### src/inc/tcp_regs.svh
`ifndef TCP_REGS_SVH
`define TCP_REGS_SVH
// ----------------------------------------
// field positions of the control words
// ----------------------------------------
`define TCP_RUN_BIT        0
`define TCP_PRUN_BIT       2
`define TCP_UDCE_BIT       4
`define TCP_DBUF_BIT       7
`define TCP_MODE_CLK_LSB   0
`define TCP_MODE_CAP_LSB   2
`define TCP_MODE_CLR_BIT   4
`define TCP_FFC_INIT_LSB   0
`define TCP_FFC_TMA_BIT    2
`define TCP_FFC_TMB_BIT    3
`define TCP_FFC_TCA_BIT    4
// ----------------------------------------
// codes and reset values
// ----------------------------------------
`define TCP_FF_CLEAR_CODE  2'h3
`define TCP_FF_SET_CODE    2'h2
`define TCP_UD_MIDSCALE    16'h7FFF
`define TCP_CNT_ZERO       16'h0000
`define TCP_CNT_ONES       16'hFFFF
`define TCP_PRE_DIV        8'h04
`endif

### src/inc/tcp_pkg.sv
package tcp_pkg;
  // capture trigger select encodings
  typedef enum logic [1:0] {
    TCP_CAP_OFF  = 2'h0,
    TCP_CAP_A    = 2'h1,
    TCP_CAP_AB   = 2'h2,
    TCP_CAP_GATE = 2'h3
  } tcp_cap_sel_t;
  // captured pair
  typedef struct packed {
    logic [15:0] cap_a;
    logic [15:0] cap_b;
  } tcp_capture_t;
  // two-phase status flags
  typedef struct packed {
    logic count;
    logic under;
    logic over;
  } tcp_ud_status_t;
endpackage : tcp_pkg

### src/verilog/tcp_sync.sv
`timescale 1ns/10ps
`include "tcp_regs.svh"
// three-stage synchroniser with agreement of the last two stages
module tcp_sync
  import tcp_pkg::*;
(
  input  wire logic ref_clk,
  input  wire logic rst,
  input  wire logic din,
  output logic      dout
);
  logic [2:0] sh_r;  // shift chain
  // ----------------------------------------
  // chain
  // ----------------------------------------
  always_ff @(posedge ref_clk) begin
    if (rst) begin
      sh_r <= 3'h0;
    end else begin
      sh_r <= {sh_r[1:0], din};
    end
  end
  // output changes only when stages two and three agree
  always_ff @(posedge ref_clk) begin
    if (rst) begin
      dout <= 1'b0;
    end else if (sh_r[1] == sh_r[2]) begin
      dout <= sh_r[2];
    end
  end
endmodule : tcp_sync

### src/verilog/tcp_presc.sv
`timescale 1ns/10ps
`include "tcp_regs.svh"
// prescaler: one tick every div cycles while running
module tcp_presc
  import tcp_pkg::*;
#(
  parameter logic [7:0] DIV = `TCP_PRE_DIV
)(
  input  wire logic ref_clk,
  input  wire logic rst,
  input  wire logic run,
  output logic      tick
);
  logic [7:0] cnt_r;  // divide counter
  // ----------------------------------------
  // divider
  // ----------------------------------------
  always_ff @(posedge ref_clk) begin
    if (rst || !run) begin
      cnt_r <= 8'h00;
      tick  <= 1'b0;
    end else if (cnt_r == DIV - 8'h01) begin
      cnt_r <= 8'h00;
      tick  <= 1'b1;
    end else begin
      cnt_r <= cnt_r + 8'h01;
      tick  <= 1'b0;
    end
  end
endmodule : tcp_presc

### src/verilog/tcp_timer.sv
`timescale 1ns/10ps
`include "tcp_regs.svh"
module tcp_timer
  import tcp_pkg::*;
#(
  parameter logic [7:0] PRE_DIV = `TCP_PRE_DIV
)(
  input  wire logic        ref_clk,
  input  wire logic        rst,
  input  wire logic [7:0]  run_control,
  input  wire logic [7:0]  mode_config,
  input  wire logic [7:0]  flop_control,
  input  wire logic        flop_control_wr,
  input  wire logic [15:0] compare_a_data,
  input  wire logic        compare_a_wr,
  input  wire logic [15:0] compare_b_data,
  input  wire logic        compare_b_wr,
  input  wire logic        status_rd,
  input  wire logic        external_count_in,
  input  wire logic        capture_in_a,
  input  wire logic        capture_in_b,
  input  wire logic        gate_flop,
  output logic [15:0]      up_counter,
  output logic [15:0]      compare_reg_a,
  output logic [15:0]      compare_reg_b,
  output tcp_capture_t     captures,
  output tcp_ud_status_t   updown_status,
  output logic             pulse_out_pin,
  output logic             match_irq,
  output logic             ext_irq_a,
  output logic             ext_irq_b
);
  // ----------------------------------------
  // control field decode
  // ----------------------------------------
  logic         run_en;       // counter run
  logic         pre_run;      // prescaler run
  logic         ud_en;        // two-phase mode
  logic         dbuf_en;      // compare A double buffer
  logic         ext_clk_sel;  // clock source is the pin
  tcp_cap_sel_t cap_sel;      // capture trigger select
  logic         clr_on_b;     // counter clear on match B
  logic         tog_a_en_r;   // toggle on match A
  logic         tog_b_en_r;   // toggle on match B
  logic         tog_cap_en_r; // toggle on capture A
  assign run_en      = run_control[`TCP_RUN_BIT];
  assign pre_run     = run_control[`TCP_PRUN_BIT];
  assign ud_en       = run_control[`TCP_UDCE_BIT];
  assign dbuf_en     = run_control[`TCP_DBUF_BIT];
  // clock field: 00 is the pin, any other code the one prescaler tick
  assign ext_clk_sel =
    (mode_config[`TCP_MODE_CLK_LSB +: 2] == 2'h0);
  assign cap_sel     =
    tcp_cap_sel_t'(mode_config[`TCP_MODE_CAP_LSB +: 2]);
  assign clr_on_b    = mode_config[`TCP_MODE_CLR_BIT];

  // ----------------------------------------
  // input synchronisers
  // ----------------------------------------
  logic cin_s, ina_s, inb_s, gate_s;  // synchronised pins
  tcp_sync u_sync_cin (.ref_clk(ref_clk), .rst(rst),
                       .din(external_count_in), .dout(cin_s));
  tcp_sync u_sync_ina (.ref_clk(ref_clk), .rst(rst),
                       .din(capture_in_a), .dout(ina_s));
  tcp_sync u_sync_inb (.ref_clk(ref_clk), .rst(rst),
                       .din(capture_in_b), .dout(inb_s));
  tcp_sync u_sync_gate (.ref_clk(ref_clk), .rst(rst),
                        .din(gate_flop), .dout(gate_s));

  // previous values for edge detection, taken after the sync
  logic cin_d_r, ina_d_r, inb_d_r, gate_d_r;
  always_ff @(posedge ref_clk) begin
    if (rst) begin
      cin_d_r  <= 1'b0;
      ina_d_r  <= 1'b0;
      inb_d_r  <= 1'b0;
      gate_d_r <= 1'b0;
    end else begin
      cin_d_r  <= cin_s;
      ina_d_r  <= ina_s;
      inb_d_r  <= inb_s;
      gate_d_r <= gate_s;
    end
  end

  logic cin_rise, ina_rise, ina_fall, inb_rise, gate_rise, gate_fall;
  assign cin_rise  = cin_s & ~cin_d_r;
  assign ina_rise  = ina_s & ~ina_d_r;
  assign ina_fall  = ~ina_s & ina_d_r;
  assign inb_rise  = inb_s & ~inb_d_r;
  assign gate_rise = gate_s & ~gate_d_r;
  assign gate_fall = ~gate_s & gate_d_r;

  // ----------------------------------------
  // prescaler and count tick
  // ----------------------------------------
  logic pre_tick;  // prescaler output
  tcp_presc #(.DIV(PRE_DIV)) u_presc (
    .ref_clk (ref_clk),
    .rst     (rst),
    .run     (pre_run),
    .tick    (pre_tick)
  );
  logic cnt_tick;  // one count step
  assign cnt_tick = ext_clk_sel ? cin_rise : pre_tick;

  // ----------------------------------------
  // match detection
  // ----------------------------------------
  // the comparator is idle in two-phase mode
  logic match_a, match_b;
  assign match_a = run_en && !ud_en && cnt_tick &&
                   (up_counter == compare_reg_a);
  assign match_b = run_en && !ud_en && cnt_tick &&
                   (up_counter == compare_reg_b);

  // ----------------------------------------
  // two-phase decode
  // ----------------------------------------
  // gray step: up when a leads b, down when b leads a
  function automatic logic [1:0] tcp_quad_step(
    input logic [1:0] prev,
    input logic [1:0] cur
  );
    logic [1:0] r;
    r = 2'h0;
    case ({prev, cur})
      4'h1, 4'h7, 4'hE, 4'h8: r = 2'h1;  // up
      4'h2, 4'hB, 4'hD, 4'h4: r = 2'h2;  // down
      default:                r = 2'h0;
    endcase
    return r;
  endfunction : tcp_quad_step

  logic [1:0] qstep;  // 01 up, 10 down
  assign qstep = tcp_quad_step({inb_d_r, ina_d_r}, {inb_s, ina_s});
  logic ud_up, ud_dn;
  assign ud_up = ud_en && run_en && qstep == 2'h1;
  assign ud_dn = ud_en && run_en && qstep == 2'h2;

  // ----------------------------------------
  // up counter
  // ----------------------------------------
  logic ud_en_d_r;  // detects entry into two-phase mode
  always_ff @(posedge ref_clk) begin
    if (rst) begin
      ud_en_d_r <= 1'b0;
    end else begin
      ud_en_d_r <= ud_en;
    end
  end

  logic [15:0] cnt_nxt;
  always_comb begin
    cnt_nxt = up_counter;
    if (!run_en) begin
      cnt_nxt = `TCP_CNT_ZERO;
    end else if (ud_en && !ud_en_d_r) begin
      cnt_nxt = `TCP_UD_MIDSCALE;
    end else if (ud_up) begin
      cnt_nxt = up_counter + 16'h0001;  // wraps to zero
    end else if (ud_dn) begin
      cnt_nxt = up_counter - 16'h0001;  // wraps to ones
    end else if (match_b && clr_on_b) begin
      cnt_nxt = `TCP_CNT_ZERO;
    end else if (!ud_en && cnt_tick) begin
      cnt_nxt = up_counter + 16'h0001;
    end
  end
  always_ff @(posedge ref_clk) begin
    if (rst) begin
      up_counter <= `TCP_CNT_ZERO;
    end else begin
      up_counter <= cnt_nxt;
    end
  end

  // ----------------------------------------
  // compare registers and buffer
  // ----------------------------------------
  logic [15:0] cmp_a_buf_r;  // pending compare A value
  always_ff @(posedge ref_clk) begin
    if (rst) begin
      cmp_a_buf_r <= `TCP_CNT_ZERO;
    end else if (compare_a_wr) begin
      cmp_a_buf_r <= compare_a_data;
    end
  end
  // buffered writes wait for match B so a period is never split
  always_ff @(posedge ref_clk) begin
    if (rst) begin
      compare_reg_a <= `TCP_CNT_ZERO;
    end else if (compare_a_wr && !dbuf_en) begin
      compare_reg_a <= compare_a_data;
    end else if (dbuf_en && match_b) begin
      compare_reg_a <= cmp_a_buf_r;
    end
  end
  always_ff @(posedge ref_clk) begin
    if (rst) begin
      compare_reg_b <= `TCP_CNT_ZERO;
    end else if (compare_b_wr) begin
      compare_reg_b <= compare_b_data;
    end
  end

  // ----------------------------------------
  // capture logic
  // ----------------------------------------
  logic armed_b_r;  // rising A seen, waiting for fall
  logic cap_a_ev, cap_b_ev;
  always_comb begin
    cap_a_ev = 1'b0;
    cap_b_ev = 1'b0;
    if (!ud_en) begin
      case (cap_sel)
        TCP_CAP_A: begin
          cap_a_ev = ina_rise;
          cap_b_ev = ina_fall && armed_b_r;
        end
        TCP_CAP_AB: begin
          cap_a_ev = ina_rise;
          cap_b_ev = inb_rise;
        end
        TCP_CAP_GATE: begin
          cap_a_ev = gate_rise;
          cap_b_ev = gate_fall && armed_b_r;
        end
        default: begin
          cap_a_ev = 1'b0;  // capture disabled
          cap_b_ev = 1'b0;
        end
      endcase
    end
  end
  always_ff @(posedge ref_clk) begin
    if (rst) begin
      armed_b_r <= 1'b0;
    end else if (cap_a_ev) begin
      armed_b_r <= 1'b1;
    end else if (cap_b_ev) begin
      armed_b_r <= 1'b0;
    end
  end
  always_ff @(posedge ref_clk) begin
    if (rst) begin
      captures <= '0;
    end else begin
      if (cap_a_ev) begin
        captures.cap_a <= up_counter;
      end
      if (cap_b_ev) begin
        captures.cap_b <= up_counter;
      end
    end
  end

  // ----------------------------------------
  // toggle flop
  // ----------------------------------------
  always_ff @(posedge ref_clk) begin
    if (rst) begin
      tog_a_en_r   <= 1'b0;
      tog_b_en_r   <= 1'b0;
      tog_cap_en_r <= 1'b0;
    end else if (flop_control_wr) begin
      tog_a_en_r   <= flop_control[`TCP_FFC_TMA_BIT];
      tog_b_en_r   <= flop_control[`TCP_FFC_TMB_BIT];
      tog_cap_en_r <= flop_control[`TCP_FFC_TCA_BIT];
    end
  end
  logic tog_ev;  // odd number of enabled toggle causes in the cycle
  assign tog_ev = (match_a && tog_a_en_r) ^ (match_b && tog_b_en_r)
                  ^ (cap_a_ev && tog_cap_en_r);
  // a preload write wins; it is used before counting starts
  always_ff @(posedge ref_clk) begin
    if (rst) begin
      pulse_out_pin <= 1'b0;
    end else if (flop_control_wr &&
                 flop_control[`TCP_FFC_INIT_LSB +: 2] ==
                 `TCP_FF_CLEAR_CODE) begin
      pulse_out_pin <= 1'b0;
    end else if (flop_control_wr &&
                 flop_control[`TCP_FFC_INIT_LSB +: 2] ==
                 `TCP_FF_SET_CODE) begin
      pulse_out_pin <= 1'b1;
    end else if (tog_ev) begin
      pulse_out_pin <= ~pulse_out_pin;
    end
  end

  // ----------------------------------------
  // interrupts and two-phase status
  // ----------------------------------------
  logic ovf, unf;
  assign ovf = ud_up && up_counter == `TCP_CNT_ONES;
  assign unf = ud_dn && up_counter == `TCP_CNT_ZERO;
  always_ff @(posedge ref_clk) begin
    if (rst) begin
      match_irq <= 1'b0;
      ext_irq_a <= 1'b0;
      ext_irq_b <= 1'b0;
    end else begin
      match_irq <= match_b || ud_up || ud_dn;
      ext_irq_a <= (!ud_en && ina_rise) ||
                   (!ud_en && cap_sel == TCP_CAP_A && ina_fall);
      ext_irq_b <= !ud_en && inb_rise;
    end
  end
  // a new event in the read cycle survives the clear
  always_ff @(posedge ref_clk) begin
    if (rst) begin
      updown_status <= '0;
    end else begin
      updown_status.count <= (ud_up || ud_dn) ||
                             (updown_status.count && !status_rd);
      updown_status.over  <= ovf ||
                             (updown_status.over && !status_rd);
      updown_status.under <= unf ||
                             (updown_status.under && !status_rd);
    end
  end
endmodule : tcp_timer

### config.mk
export PLATFORM = sky130hd
export DESIGN_NAME = tcp_timer
export DESIGN_NICKNAME = d
export VERILOG_FILES = /design/src/inc/tcp_pkg.sv /design/src/verilog/tcp_sync.sv /design/src/verilog/tcp_presc.sv /design/src/verilog/tcp_timer.sv
export VERILOG_INCLUDE_DIRS = /design/src /design/src/inc
export SDC_FILE = /design/constraint.sdc
export NUM_CORES = 1
export LEC_CHECK = 0
export BUFFER_PORTS_ARGS = -buffer_cell sky130_fd_sc_hd__buf_2
export CORE_ASPECT_RATIO = 0.9
export CORE_MARGIN = 5
export CORE_UTILIZATION = 45
export CTS_BUF_LIST = sky130_fd_sc_hd__clkbuf_4 sky130_fd_sc_hd__clkbuf_8
export CTS_CLUSTER_SIZE = 10
export DETAILED_ROUTE_END_ITERATION = 16
export PLACE_DENSITY = 0.78
export SLEW_MARGIN = 20
export SYNTH_ARGS = -nofsm -noshare
export SYNTH_HDL_FRONTEND = slang
export SYNTH_SLANG_ARGS = --single-unit
### constraint.sdc
create_clock -name ref_clk -period 2 [get_ports ref_clk]
set_input_delay 0.2 -clock ref_clk [delete_from_list [all_inputs] [get_ports ref_clk]]
set_output_delay 0.2 -clock ref_clk [all_outputs]
set_load 0.05 [all_outputs]
# Word level (Yosys, flattened, before mapping)
# Memory sizes are Yosys's and may differ from the RTL's.
# Index checks and enable logic that the tools add are counted.
# word_totals
romBits	32
inputBits	66
word_cells	138
reg_bits	137
mem_count	1
# memory_table
name	depth	width	read_ports	rd_ports_with_merged_regs	write_ports	line_no	source
(name not given)	16	2	1	0	0	tcp_timer.sv:127	case ({prev, cur})
# op_classes
muxes	17
n_addsub	3
n_reduce_logical	53
bitwise	16
eq_ne	15
# ops
op	n
2-to-1 mux 16 bit	6
equality test 16 bit	2
logical AND 1 bit	28
adder 16 x 1 -> 16 bit (second input constant)	1
equality test 16 bit (second input constant)	1
logical NOT 16 bit	1
subtractor 16 x 1 -> 16 bit (second input constant)	1
2-to-1 mux 15 bit	1
equality test 2 bit (second input constant)	5
adder 8 x 1 -> 8 bit (second input constant)	1
equality test 8 x 2 -> 1 bit (second input constant)	1
logical OR 1 bit	8
2-to-1 mux 1 bit	8
NOT 1 bit	8
OR reduction 2 bit	4
bitwise AND 1 bit	6
nonzero test 2 bit	3
logical NOT 1 bit	5
nonzero test 5 bit	1
equality test 1 bit	4
equality test 2 x 1 -> 1 bit (second input constant)	2
nonzero test 4 bit	1
one-hot mux 1 bit (3 select lines)	1
OR reduction 3 bit	1
3 further kinds	4

# Logic depth before layout (Yosys ltp)
# Gate-level depths: netlist of the first run.
# logic_depth
word_depth	10
depth_mapped	10
depth_no_buf	8

# Hierarchy
# A second synthesis of the first run with hierarchy kept.
# hier_totals
hier_cells	673
hier_area_um2	6232.2
# modules_own_cells
mod	cells_each	seq_area_each_um2	instances	area_per_inst_um2
tcp_timer	592	2242.2	1	5405.2
tcp_sync	10	80.1	4	112.6
tcp_presc	41	180.2	1	376.6

# Worst setup path before layout of the first run
# Ideal clock, no wire load.
# synth_path
path_kind	register -> register
start	register up_counter[5]
end	register compare_reg_a[11]
slack_ps	-424
t_arrival_ps	2344
path_stages_with_launch	9
period_less_slack_ps	2424
path_buffers	2
path_cell_list	dfxtp_1 > clkbuf_1 > xnor2_1 > nand2_1 > nor4_2 > a31o_4 > buf_12 > nor2_1 > a211oi_2
# synth_between
elab_chain_cells	4
# synth_lines
item	line_no	source
start: declaration	tcp_timer.sv:23	output logic [15:0] up_counter,
start signal: assignment	tcp_timer.sv:172	up_counter <= `TCP_CNT_ZERO;
start signal: assignment	tcp_timer.sv:174	up_counter <= cnt_nxt;
equality test 16 bit	tcp_timer.sv:115	(up_counter == compare_reg_b);
logical AND 1 bit	tcp_timer.sv:114	assign match_b = run_en && !ud_en && cnt_tick &&
logical AND 1 bit	tcp_timer.sv:195	end else if (dbuf_en && match_b) begin
nonzero test 2 bit (no source line)	n/a	
end signal: assignment	tcp_timer.sv:192	compare_reg_a <= `TCP_CNT_ZERO;
end signal: assignment	tcp_timer.sv:194	compare_reg_a <= compare_a_data;
end signal: assignment	tcp_timer.sv:196	compare_reg_a <= cmp_a_buf_r;
end: declaration	tcp_timer.sv:24	output logic [15:0] compare_reg_a,
# No other way between the ends.
# A chain may end at the register's enable or synchronous reset.

# Worst setup path in the final report of the first run
# layout_path
start	register u_sync_cin.dout
end	register compare_reg_a[10]
# layout_between
elab_chain_cells	6
# layout_lines
item	line_no	source
start: declaration	tcp_sync.sv:10	output logic dout
start signal: assignment	tcp_sync.sv:28	dout <= sh_r[2];
bitwise AND 1 bit	tcp_timer.sv:87	assign cin_rise = cin_s & ~cin_d_r;
2-to-1 mux 1 bit	tcp_timer.sv:105	assign cnt_tick = ext_clk_sel ? cin_rise : pre_tick;
logical AND 1 bit (2 in a row)	tcp_timer.sv:114	
logical AND 1 bit	tcp_timer.sv:195	
nonzero test 2 bit (no source line)	n/a	
# No other way between the ends.

==> results of run 1 <==
timing repair:
item,in CTS,in global routing
setup endpoints to repair,32,33
pin swaps,10,6
gates cloned,1,1
buffers inserted,2,1
gates resized for setup,14,4
hold endpoints to repair,37,0
hold buffers,37,0
synth_stat cells (2+ instances only):
cell type	count
sky130_fd_sc_hd__nor3_2	2
sky130_fd_sc_hd__nor4_1	11
sky130_fd_sc_hd__and2_1	3
sky130_fd_sc_hd__and4_1	3
sky130_fd_sc_hd__o21ai_0	8
sky130_fd_sc_hd__nand4_1	12
sky130_fd_sc_hd__clkbuf_1	34
sky130_fd_sc_hd__a211oi_2	15
sky130_fd_sc_hd__inv_1	17
sky130_fd_sc_hd__o22ai_1	4
sky130_fd_sc_hd__or3b_1	3
sky130_fd_sc_hd__nand2b_1	6
sky130_fd_sc_hd__a21oi_1	28
sky130_fd_sc_hd__buf_2	10
sky130_fd_sc_hd__nand3b_1	6
sky130_fd_sc_hd__nand3_1	20
sky130_fd_sc_hd__dfxtp_1	137
sky130_fd_sc_hd__nor3b_1	2
sky130_fd_sc_hd__nor2b_1	21
sky130_fd_sc_hd__xor2_1	20
sky130_fd_sc_hd__nand3_2	2
sky130_fd_sc_hd__nand2_1	23
sky130_fd_sc_hd__or3_1	6
sky130_fd_sc_hd__a211oi_1	5
sky130_fd_sc_hd__or3b_2	2
sky130_fd_sc_hd__xnor2_1	23
sky130_fd_sc_hd__mux2i_1	84
sky130_fd_sc_hd__and3_1	6
sky130_fd_sc_hd__nor3_1	5
sky130_fd_sc_hd__a31oi_1	14
sky130_fd_sc_hd__ha_1	7
sky130_fd_sc_hd__or4_1	3
sky130_fd_sc_hd__buf_1	4
sky130_fd_sc_hd__nor2_1	99
sky130_fd_sc_hd__o32ai_1	2
power by group through the flow:
stage	combinational [W]	clock [W]	sequential, W
6_report	0.00101	0.00234	0.00293
5_1_grt	0.00108	0.00253	0.00294
4_1_cts	0.000999	0.00239	0.00293
3_5_place_dp	0.000929	0	0.00299
3_3_place_gp	0.000917	0	0.00299
2_1_floorplan	0.000468	0	0.00315
worst max-delay path, stage by stage (launching register included):
cell,delay [ns]
sky130_fd_sc_hd__dfxtp_2,0.33
sky130_fd_sc_hd__or4b_4,0.47
sky130_fd_sc_hd__a211o_4,0.40
sky130_fd_sc_hd__nor3_4,0.17
sky130_fd_sc_hd__a31o_4,0.28
sky130_fd_sc_hd__buf_12,0.17
sky130_fd_sc_hd__nor2_2,0.04
sky130_fd_sc_hd__a211oi_2,0.15
through the flow:
stage               hold slack, ns  utilization, %  setup TNS, ns  area [um^2]
floorplan                    0.279               -         -0.616         6440
global placement             0.407            54.7          -3.75         7580
detailed placement           0.416            54.7          -4.40         7580
CTS                        0.00235            61.0          -1.73         8440
global route               0.00487            61.4          -4.63         8500
finish                      0.0308            61.4          -1.71         8500
cells by family after synthesis:
group                      count (synthesis)  synth area share (%)
DFF                                      137                  43.6
buffers and inverters                     68                  4.75
muxes                                     84                  13.4
adders and majority gates                  7                  1.39
xor gates and xnor gates                  44                  6.34
and+or+nand+nor                          240                  19.9
AOI/OAI and AO/OA                         87                  10.7
per-layer routing:
metal  part of all wire [%]  wire, um  global-route usage, %
met1                     44      7690                   27.5
met2                     45      7930                   33.8
met3                    9.4      1660                   8.11
met4                    1.8       323                   7.12
met5                      0         0                      0
final cells by class:
class | instances | area (um^2) | area share (%)
well taps | 172 | 215 | 2.53
diodes | 2 | 5.00 | 0.0589
multi-input cells | 463 | 3420 | 40.3
flip-flops and latches | 137 | 2770 | 32.6
inverters | 17 | 63.8 | 0.751
clock buffers | 17 | 234 | 2.75
clock inverters | 15 | 175 | 2.06
repair buffers | 239 | 1610 | 19.0
path summary, 6_finish.rpt:
path                                         end  slack (ns)  cells past startpoint
hold reg to reg    u_sync_inb.sh_r[1]$_SDFF_PP0_        0.43                      1
setup / recovery  compare_reg_a[10]$_SDFFE_PP0P_        -0.1                      7
hold / removal       cmp_a_buf_r[0]$_SDFFE_PP0P_        0.03                      3
setup reg to reg  compare_reg_a[10]$_SDFFE_PP0P_        -0.1                      7
sequential cells by signal, indices dropped and copies added, names as in the netlist, 3 cells and up:
signal and cells:
captures 32, compare_reg_a 16, u_sync_cin.sh_r 3, cmp_a_buf_r 16, u_presc.cnt_r 8, updown_status 3
compare_reg_b 16, u_sync_gate.sh_r 3, u_sync_inb.sh_r 3, u_sync_ina.sh_r 3, up_counter 16
==> results by stage, run 1 <==
Global route:
- The largest net degree at the start of global routing is 65.
- The first global-routing pass estimated 28.1 mm of wire.
- Global routing used 21.6% of the available tracks across all layers.
- The leftover overflow at the end of global routing is 0.
- The initial antenna violation count is 1.
- The via count of the first global-routing pass was 5,498.

Drt:
- Before antenna repair, the detailed router went through 6 iterations.
- Dividing the detail-routed wire length by the instance count gives 16.6 um.
- The number of vias per cell after detailed routing is 5.29.
- In this run the remaining antenna-violating nets after routing total 0.
- The routed design has 17.6 mm of wire.
- The post-route DRC violation count is 0.
- The number of DRC markers after the initial detailed-route iteration is 256.
- The routed layout has 5,616 vias.

STA:
- The worst setup slack after layout is -0.0960 ns.
- Setup violations remaining at the end of the flow were counted as 30.
- The count of final hold-check violations came to 0.
- The shortest clock period the worst path allows after layout is 2.10 ns.
- The worst setup skew after layout is 0.0134 ns.
- Setup repair after global routing could not meet its margin everywhere.
- At the pin with the least slew margin, the transition time is 0.753 ns.
- The count of pins over their slew limit is 0.
- The ratio of final minimum period to clock period is 105%.
- Derived from the worst setup path, the maximum achievable clock frequency is 477 MHz.
- The normalized max-slew margin is 49.8%.

Floorplanning:
- In this run the core area contains 41 standard-cell rows.
- The die height is 122 um.
- The die covers 16,500 um^2.
- In this run the count of I/O pins placed on the die edge is 153.
- The core footprint is 13,900 um^2.
- The x dimension of the die is 135 um.
- The initial utilization of the core area, before any placement, comes to 45.5%.

Clock tree:
- In this run, CTS created clock tree buffers numbering 17.
- Clock-pin slew was measured on the worst setup and hold paths at 0.08 ns.
- For the worst-skew pair, the clock arrives at the later sink with an insertion delay of 0.45 ns.
- The total number of clock tree sinks is 137.
- The longest clock path from root to sink contains 2 buffers.
- The TritonCTS clock tree is yes.
- The clock root buffer master is sky130_fd_sc_hd__clkbuf_8.
- The total number of H-tree levels is 4.

Setup path:
- In this run the worst path has a maximum fanout of 10.
- The timing startpoint of the critical path is u_sync_cin.dout$_SDFFE_PP0N_.
- The path type of the worst setup path is reg2reg.
- The endpoint class of the critical path is a register.
- STA puts the critical path data required time at 2.36 ns.
- In this run the critical register-to-register path is launched from u_sync_cin.dout$_SDFFE_PP0N_.
- The worst setup path is launched from a register.
- The signal arrival time at the worst endpoint is 2.46 ns.

Power and ir drop:
- The logic gate share of total power is 16.1%.
- The internal power of the cells totals 0.00446 W.
- For this design the static power due to leakage is 3.65 nW.
- The sequential fraction of design power is 46.7%.
- In this run the power density over the cells is 738 nW/um^2.
- The total chip power is 0.00628 W.
- The switching part of the total power is 29.0%.
- In this run, the clock network consumes 37.2% of the power.
- The net switching power is 0.00182 W.
- The worst vdd rail ir drop is 0.697 mV.

Synth:
- The average instance area after synthesis is 9.44 um^2.
- Yosys mapped a number of flops with a built-in enable equal to 0.
- The biggest area contributor in the post-synthesis netlist is sky130_fd_sc_hd__dfxtp_1.
- The yosys synthesis warning count is 0.
- In the synthesized netlist the async set-or-reset flop fraction comes to 0%.
- By area the synthesized netlist is led by sky130_fd_sc_hd__dfxtp_1 44%, sky130_fd_sc_hd__mux2i_1 13%, sky130_fd_sc_hd__nor2_1 5.9%.
- The count of mapped cells out of synthesis is 667.
- The synthesized design contains 137 register bits.
- The most used flip-flop cell after synthesis is sky130_fd_sc_hd__dfxtp_1.
- Counting every net in the synthesized netlist gives 740.
- Sequential cells were found to cover 43.6% of the synthesized design area.
- The post-synthesis instance area is 6300 um^2.
- The number of different library cells used by synthesis comes to 55.
- After synthesis, the largest area contributor takes up 43.6% of total cell area.

Placed design:
- At the end of routability-driven placement, the weighted congestion stood at 0.925.
- The number of port buffers is 142.
- Before CTS, the worst setup slack after placement is -0.223 ns.
- Once placement completed, the tool counted placed cells totaling 986.
- Detailed placement ended at an HPWL of 12.8 mm.

Outcome:
- The checks that failed: negative setup slack.
- The run finished, with violations left.

Job:
- The max-capacitance violation count is 0.

Layout:
- In the layout the commonest cells are 141 x sky130_fd_sc_hd__buf_2, 120 x sky130_fd_sc_hd__dfxtp_1, 84 x sky130_fd_sc_hd__mux2i_1, 84 x sky130_fd_sc_hd__nor2_1, 51 x sky130_fd_sc_hd__buf_4.
- The post-route non-filler standard cell count is 1,062.
- In the final design database the tool counted 948 nets.
- The most common cell after layout, fill and taps aside is sky130_fd_sc_hd__buf_2.
- Counting the fill cells in the layout gives 1,182.
- Compared with the post-synthesis result, the final layout area differs by 35.0%.
- The layout cell share with drive strength beyond 1 is 34.6%.

Hold path:
- In this run the worst hold path is classified as in2reg.
- The worst hold path begins at compare_a_data[0].
Note: power is estimated with default switching activity, not from simulation.
==> inputs of run 2 (changes only) <==
--- a/config.mk
+++ b/config.mk
@@ -6,14 +6,15 @@
 export SDC_FILE = /design/constraint.sdc
 export NUM_CORES = 1
 export LEC_CHECK = 0
+export ABC_AREA = 1
 export BUFFER_PORTS_ARGS = -buffer_cell sky130_fd_sc_hd__buf_2
 export CORE_ASPECT_RATIO = 0.9
 export CORE_MARGIN = 5
 export CORE_UTILIZATION = 45
 export CTS_BUF_LIST = sky130_fd_sc_hd__clkbuf_4 sky130_fd_sc_hd__clkbuf_8
-export CTS_CLUSTER_SIZE = 10
+export CTS_CLUSTER_SIZE = 30
 export DETAILED_ROUTE_END_ITERATION = 16
-export PLACE_DENSITY = 0.78
+export PLACE_DENSITY = 0.77
 export SLEW_MARGIN = 20
 export SYNTH_ARGS = -nofsm -noshare
 export SYNTH_HDL_FRONTEND = slang
==> run 2 against run 1 <==
Net effect: the run now ends clean; critical endpoint is now up_counter[10]$_SDFFE_PP0P_; sequential power is essentially flat; register-to-register slack gained 0.23 ns; clock skew decreased by 0.0028 ns; maximum frequency is 12% higher; worst hold slack worse by 0.0049 ns; largest cell class unchanged; largest power group unchanged; clock power increased by 6%; via count rose by 21%.
==> results by stage, run 2 <==
Global route:
- The initial antenna violation count was 0 (was 1).
- The global router's overall resource usage is 21.7% (was 21.6%).
- The via count of the first global-routing pass is 6,068 (was 5,498).
- The first-pass GRT wire length was 30.3 mm (was 28.1 mm).
- The leftover overflow at the end of global routing is 0 (unchanged).
- The largest net degree at the start of global routing is 49 (was 65).

Clock tree:
- The total number of clock tree sinks came to 137 (unchanged).
- The clock latency reported for the late side of the worst-skew pair is 0.44 ns (was 0.45 ns).
- The total number of H-tree levels is 4 (unchanged).
- The total CTS buffers is 17 (unchanged).
- The number of buffers between clock root and the deepest sink is 2 (unchanged).
- The clock transition time at the flip-flop clock pins of the worst setup and hold paths is 0.08 ns (about the same).
- The clock root buffer master was sky130_fd_sc_hd__clkbuf_8 (unchanged).
- The TritonCTS clock tree is yes (unchanged).

Power and ir drop:
- The logic gate share of total power is 15.1% (was 16.1%).
- The power share of the clock group came to 39.1% (was 37.2%).
- The sequential fraction of design power is 45.8% (was 46.7%).
- The worst vdd rail ir drop was 0.596 mV (was 0.697 mV).
- The net switching power is 0.00181 W (was 0.00182 W).
- The leakage power figure was 3.84 nW (was 3.65 nW).
- The cell area power density came to 751 nW/um^2 (was 738 nW/um^2).
- The internal power is 0.00453 W (was 0.00446 W).
- The switching part of the total power is 28.5% (was 29.0%).

Setup path:
- The maximum fanout along the worst path was 11 (was 10).
- Cell-by-cell listing of the critical path: inv_1 > ha_1 > nand4_1 > inv_1 > nand3_1 > o211ai_1 > nand4_1 > a21oi_1 (was or4b_4 > a211o_4 > nor3_4 > a31o_4 > buf_12 > nor2_2 > a211oi_2).
- The critical path data required time was 2.37 ns (was 2.36 ns).
- The startpoint class of the critical path is a register (unchanged).
- The endpoint class of the critical path is a register (unchanged).
- The signal arrival time at the worst endpoint is 2.23 ns (was 2.46 ns).
- The worst-case register-to-register setup slack is 0.13 ns (was -0.1 ns).
- The critical path's largest stage delay came to 0.40 ns (was 0.47 ns).
- The path type of the worst setup path is reg2reg (unchanged).
- The cell with the biggest individual delay on the critical path is sky130_fd_sc_hd__dfxtp_4 (was sky130_fd_sc_hd__or4b_4).

Synth:
- The synthesized netlist net count is 1,020 (was 740).
- The synthesis-stage register bit count came to 137 (unchanged).
- The yosys synthesis warning count is 0 (unchanged).
- The top-area cell type share of the netlist area was 41.8% (was 43.6%).
- The portion of the post-synthesis area used by sequential elements is 41.8% (was 43.6%).
- The most repeated cell in the gate-level netlist after synthesis is sky130_fd_sc_hd__nand2_1 (was sky130_fd_sc_hd__dfxtp_1).
- The share of synthesized flip-flops with an asynchronous set or reset is 0% (unchanged).
- The count of mapped cells out of synthesis is 947 (was 667).
- The number of distinct library cells after synthesis is 38 (was 55).
- The cell taking the most area after synthesis is sky130_fd_sc_hd__dfxtp_1 (unchanged).
- Most common library cells after synthesis: 166 x sky130_fd_sc_hd__nand2_1, 137 x sky130_fd_sc_hd__dfxtp_1, 119 x sky130_fd_sc_hd__a21oi_1 (was 137 x sky130_fd_sc_hd__dfxtp_1, 99 x sky130_fd_sc_hd__nor2_1, 84 x sky130_fd_sc_hd__mux2i_1).
- The most common flop cell mapped by yosys is sky130_fd_sc_hd__dfxtp_1 (unchanged).
- Top post-synthesis cells by area: sky130_fd_sc_hd__dfxtp_1 42%, sky130_fd_sc_hd__nand2_1 9.5%, sky130_fd_sc_hd__a21oi_1 9.1% (was sky130_fd_sc_hd__dfxtp_1 44%, sky130_fd_sc_hd__mux2i_1 13%, sky130_fd_sc_hd__nor2_1 5.9%).
- The number of synthesized flops with an enable pin is 0 (unchanged).
- The average instance area after synthesis is 6.92 um^2 (was 9.44 um^2).
- The post-synthesis instance area is 6560 um^2 (was 6300 um^2).

Floorplanning:
- The core footprint is 14,200 um^2 (was 13,900 um^2).
- The die height is 125 um (was 122 um).
- The starting density of the core is 46.3% (was 45.5%).
- The die footprint is 17,100 um^2 (was 16,500 um^2).
- The I/O pin count is 153 (unchanged).
- The number of standard-cell rows in the floorplan is 41 (unchanged).
- The x dimension of the die is 137 um (was 135 um).

Job:
- The max-capacitance violation count is 0 (unchanged).

Drt:
- The post-route DRC violation count is 0 (unchanged).
- The routed wire length is 18.7 mm (was 17.6 mm).
- The number of vias per cell after detailed routing came to 5.07 (was 5.29).
- The residual antenna-violating net count after detailed routing is 0 (unchanged).
- The routed wirelength normalized by instance count came to 14.0 um (was 16.6 um).
- The iteration count of the initial detailed-routing pass is 5 (was 6).
- The number of DRC markers after the initial detailed-route iteration came to 382 (was 256).
- The via count is 6,780 (was 5,616).

Placed design:
- The number of port buffers is 142 (unchanged).
- The post-placement cell area is 7580 um^2 (about the same).
- The post-DP HPWL was 13.7 mm (was 12.8 mm).
- The placer congestion estimate came to 0.913 (was 0.925).

STA:
- The shortest clock period the worst path allows after layout is 1.87 ns (was 2.10 ns).
- The final setup violation count came to 0 (was 30).
- The highest clock frequency the design can meet came to 535 MHz (was 477 MHz).
- The tightest hold margin is 0.0259 ns (was 0.0308 ns).
- The ratio of final minimum period to clock period was 93.4% (was 105%).
- The count of final hold-check violations was 0 (unchanged).
- The count of pins over their slew limit came to 0 (unchanged).
- The worst setup skew after layout is 0.0107 ns (was 0.0134 ns).
- The slew at the pin with the worst max-slew slack is 0.642 ns (was 0.753 ns).
- The normalized max-slew margin is 56.8% (was 49.8%).

Hold path:
- The path type of the worst min-delay path is in2reg (unchanged).

Layout:
- The largest register by flop count was captures (unchanged).
- The final-layout fill cell count is 1,300 (was 1,182).
- The number of flip-flops under the largest register name came to 32 (unchanged).
- The count of inserted antenna diode cells is 0 (was 2).
- The area occupied by multi-input gates is 3190 um^2 (was 3420 um^2).
- The number of nets at the end of the flow came to 1,204 (was 948).
- The area occupied by registers is 2750 um^2 (was 2770 um^2).
- The signed area change from the synthesized netlist to the final layout was 28.7% (was 35.0%).
- The area of all placed cells without fillers is 8440 um^2 (was 8500 um^2).
- Commonest non-fill, non-tap cells in the layout: 166 x sky130_fd_sc_hd__nand2_1, 142 x sky130_fd_sc_hd__buf_2, 134 x sky130_fd_sc_hd__dfxtp_1, 119 x sky130_fd_sc_hd__a21oi_1, 107 x sky130_fd_sc_hd__nor2_1 (was 141 x sky130_fd_sc_hd__buf_2, 120 x sky130_fd_sc_hd__dfxtp_1, 84 x sky130_fd_sc_hd__mux2i_1, 84 x sky130_fd_sc_hd__nor2_1, 51 x sky130_fd_sc_hd__buf_4).
- The layout cell share with drive strength beyond 1 is 20.8% (was 34.6%).
- The most common cell after layout, fill and taps aside was sky130_fd_sc_hd__nand2_1 (was sky130_fd_sc_hd__buf_2).

Outcome:
- Run status: finished, final reports clean (was complete, but fails checks).
[run 2: cell count changes in the layout (fill, tap and decap cells not counted), moves of 15 or more]
cell                       change
sky130_fd_sc_hd__a211oi_2     -16
sky130_fd_sc_hd__a21oi_1      +91
sky130_fd_sc_hd__inv_1        +82
sky130_fd_sc_hd__mux2i_1      -84
sky130_fd_sc_hd__nand2_1     +143
sky130_fd_sc_hd__nand3_1      +54
sky130_fd_sc_hd__nand4_1      +15
sky130_fd_sc_hd__nor2_1       +23
sky130_fd_sc_hd__nor2b_1      -20
sky130_fd_sc_hd__o21ai_0      +80
[run 2: metrics by stage]
step | cells | TNS (ns) | utilization [%] | power (W) | setup WS (ns)
after CTS | 1335 | 0 | 59.1 | 0.00636 | 0.0653
after global placement | 1269 | 0 | 53.6 | 0.00384 | 0.157
after global routing | 1337 | -0.00128 | 59.6 | 0.00660 | -0.00128
after detailed placement | 1269 | 0 | 53.6 | 0.00385 | 0.0913
after floorplan | 947 | 0 | - | 0.00358 | 0.0154
final | 1337 | 0 | 59.6 | 0.00634 | 0.132
[run 2: critical path, delay by kind of cell (launching register included)]
family / cells / cell delay [ns]
adder cells (fa/ha/maj): 1 / 0.26
AO/OA/AOI/OAI: 2 / 0.33
AND/OR/NAND/NOR: 3 / 0.46
buffers and inverters: 2 / 0.35
flip-flops: 1 / 0.40
[run 2: power by group through the flow]
stage                     clock [W]  sequential [W]  combinational [W]
after floorplan                   0         0.00311           0.000469
after global placement            0         0.00296           0.000883
after detailed placement          0         0.00296           0.000890
after CTS                   0.00252         0.00290           0.000944
after global routing        0.00263         0.00291            0.00107
final                       0.00248         0.00290           0.000958
[run 2: routing by layer]
metal,global-route usage (%),vias up,routed length [um]
met2,33.0,251,8070
met3,6.62,15,1840
met1,30.8,3031,8620
li1,-,3483,-
met4,3.64,0,132
met5,0,-,0
[run 2: layout make-up]
class | instances | area share [%]
flip-flops and latches | 137 | 32.6
well taps | 193 | 2.86
inverters | 107 | 4.80
clock buffers | 18 | 2.86
repair buffers | 218 | 16.8
clock inverters | 14 | 2.33
multi-input cells | 650 | 37.8
[run 2: path summary, 6_finish.rpt]
check                            startpoint                             end  depth (start not counted)
max              up_counter[0]$_SDFFE_PP0P_     up_counter[10]$_SDFFE_PP0P_                          8
min                       compare_a_data[1]     cmp_a_buf_r[1]$_SDFFE_PP0P_                          3
max reg2reg      up_counter[0]$_SDFFE_PP0P_     up_counter[10]$_SDFFE_PP0P_                          8
min reg2reg  u_sync_gate.sh_r[0]$_SDFF_PP0_  u_sync_gate.sh_r[1]$_SDFF_PP0_                          2
[run 2: timing repair]
action	4_1_cts	5_1_grt
hold buffers	34	0
gates resized for setup	0	8
endpoints found under the hold margin	32	0
buffers inserted	0	2
setup endpoints to repair	0	32
[run 2: logic make-up (layout without fill, tap and decap cells)]
group / Yosys count / count (layout) / synth area share [%]
fa+ha+maj: 7 / 7 / 1.34
compound gates: 215 / 215 / 16.9
flops: 137 / 137 / 41.8
xor+xnor: 24 / 24 / 3.21
simple gates: 404 / 404 / 26.8
buf+inv: 160 / 357 / 9.96
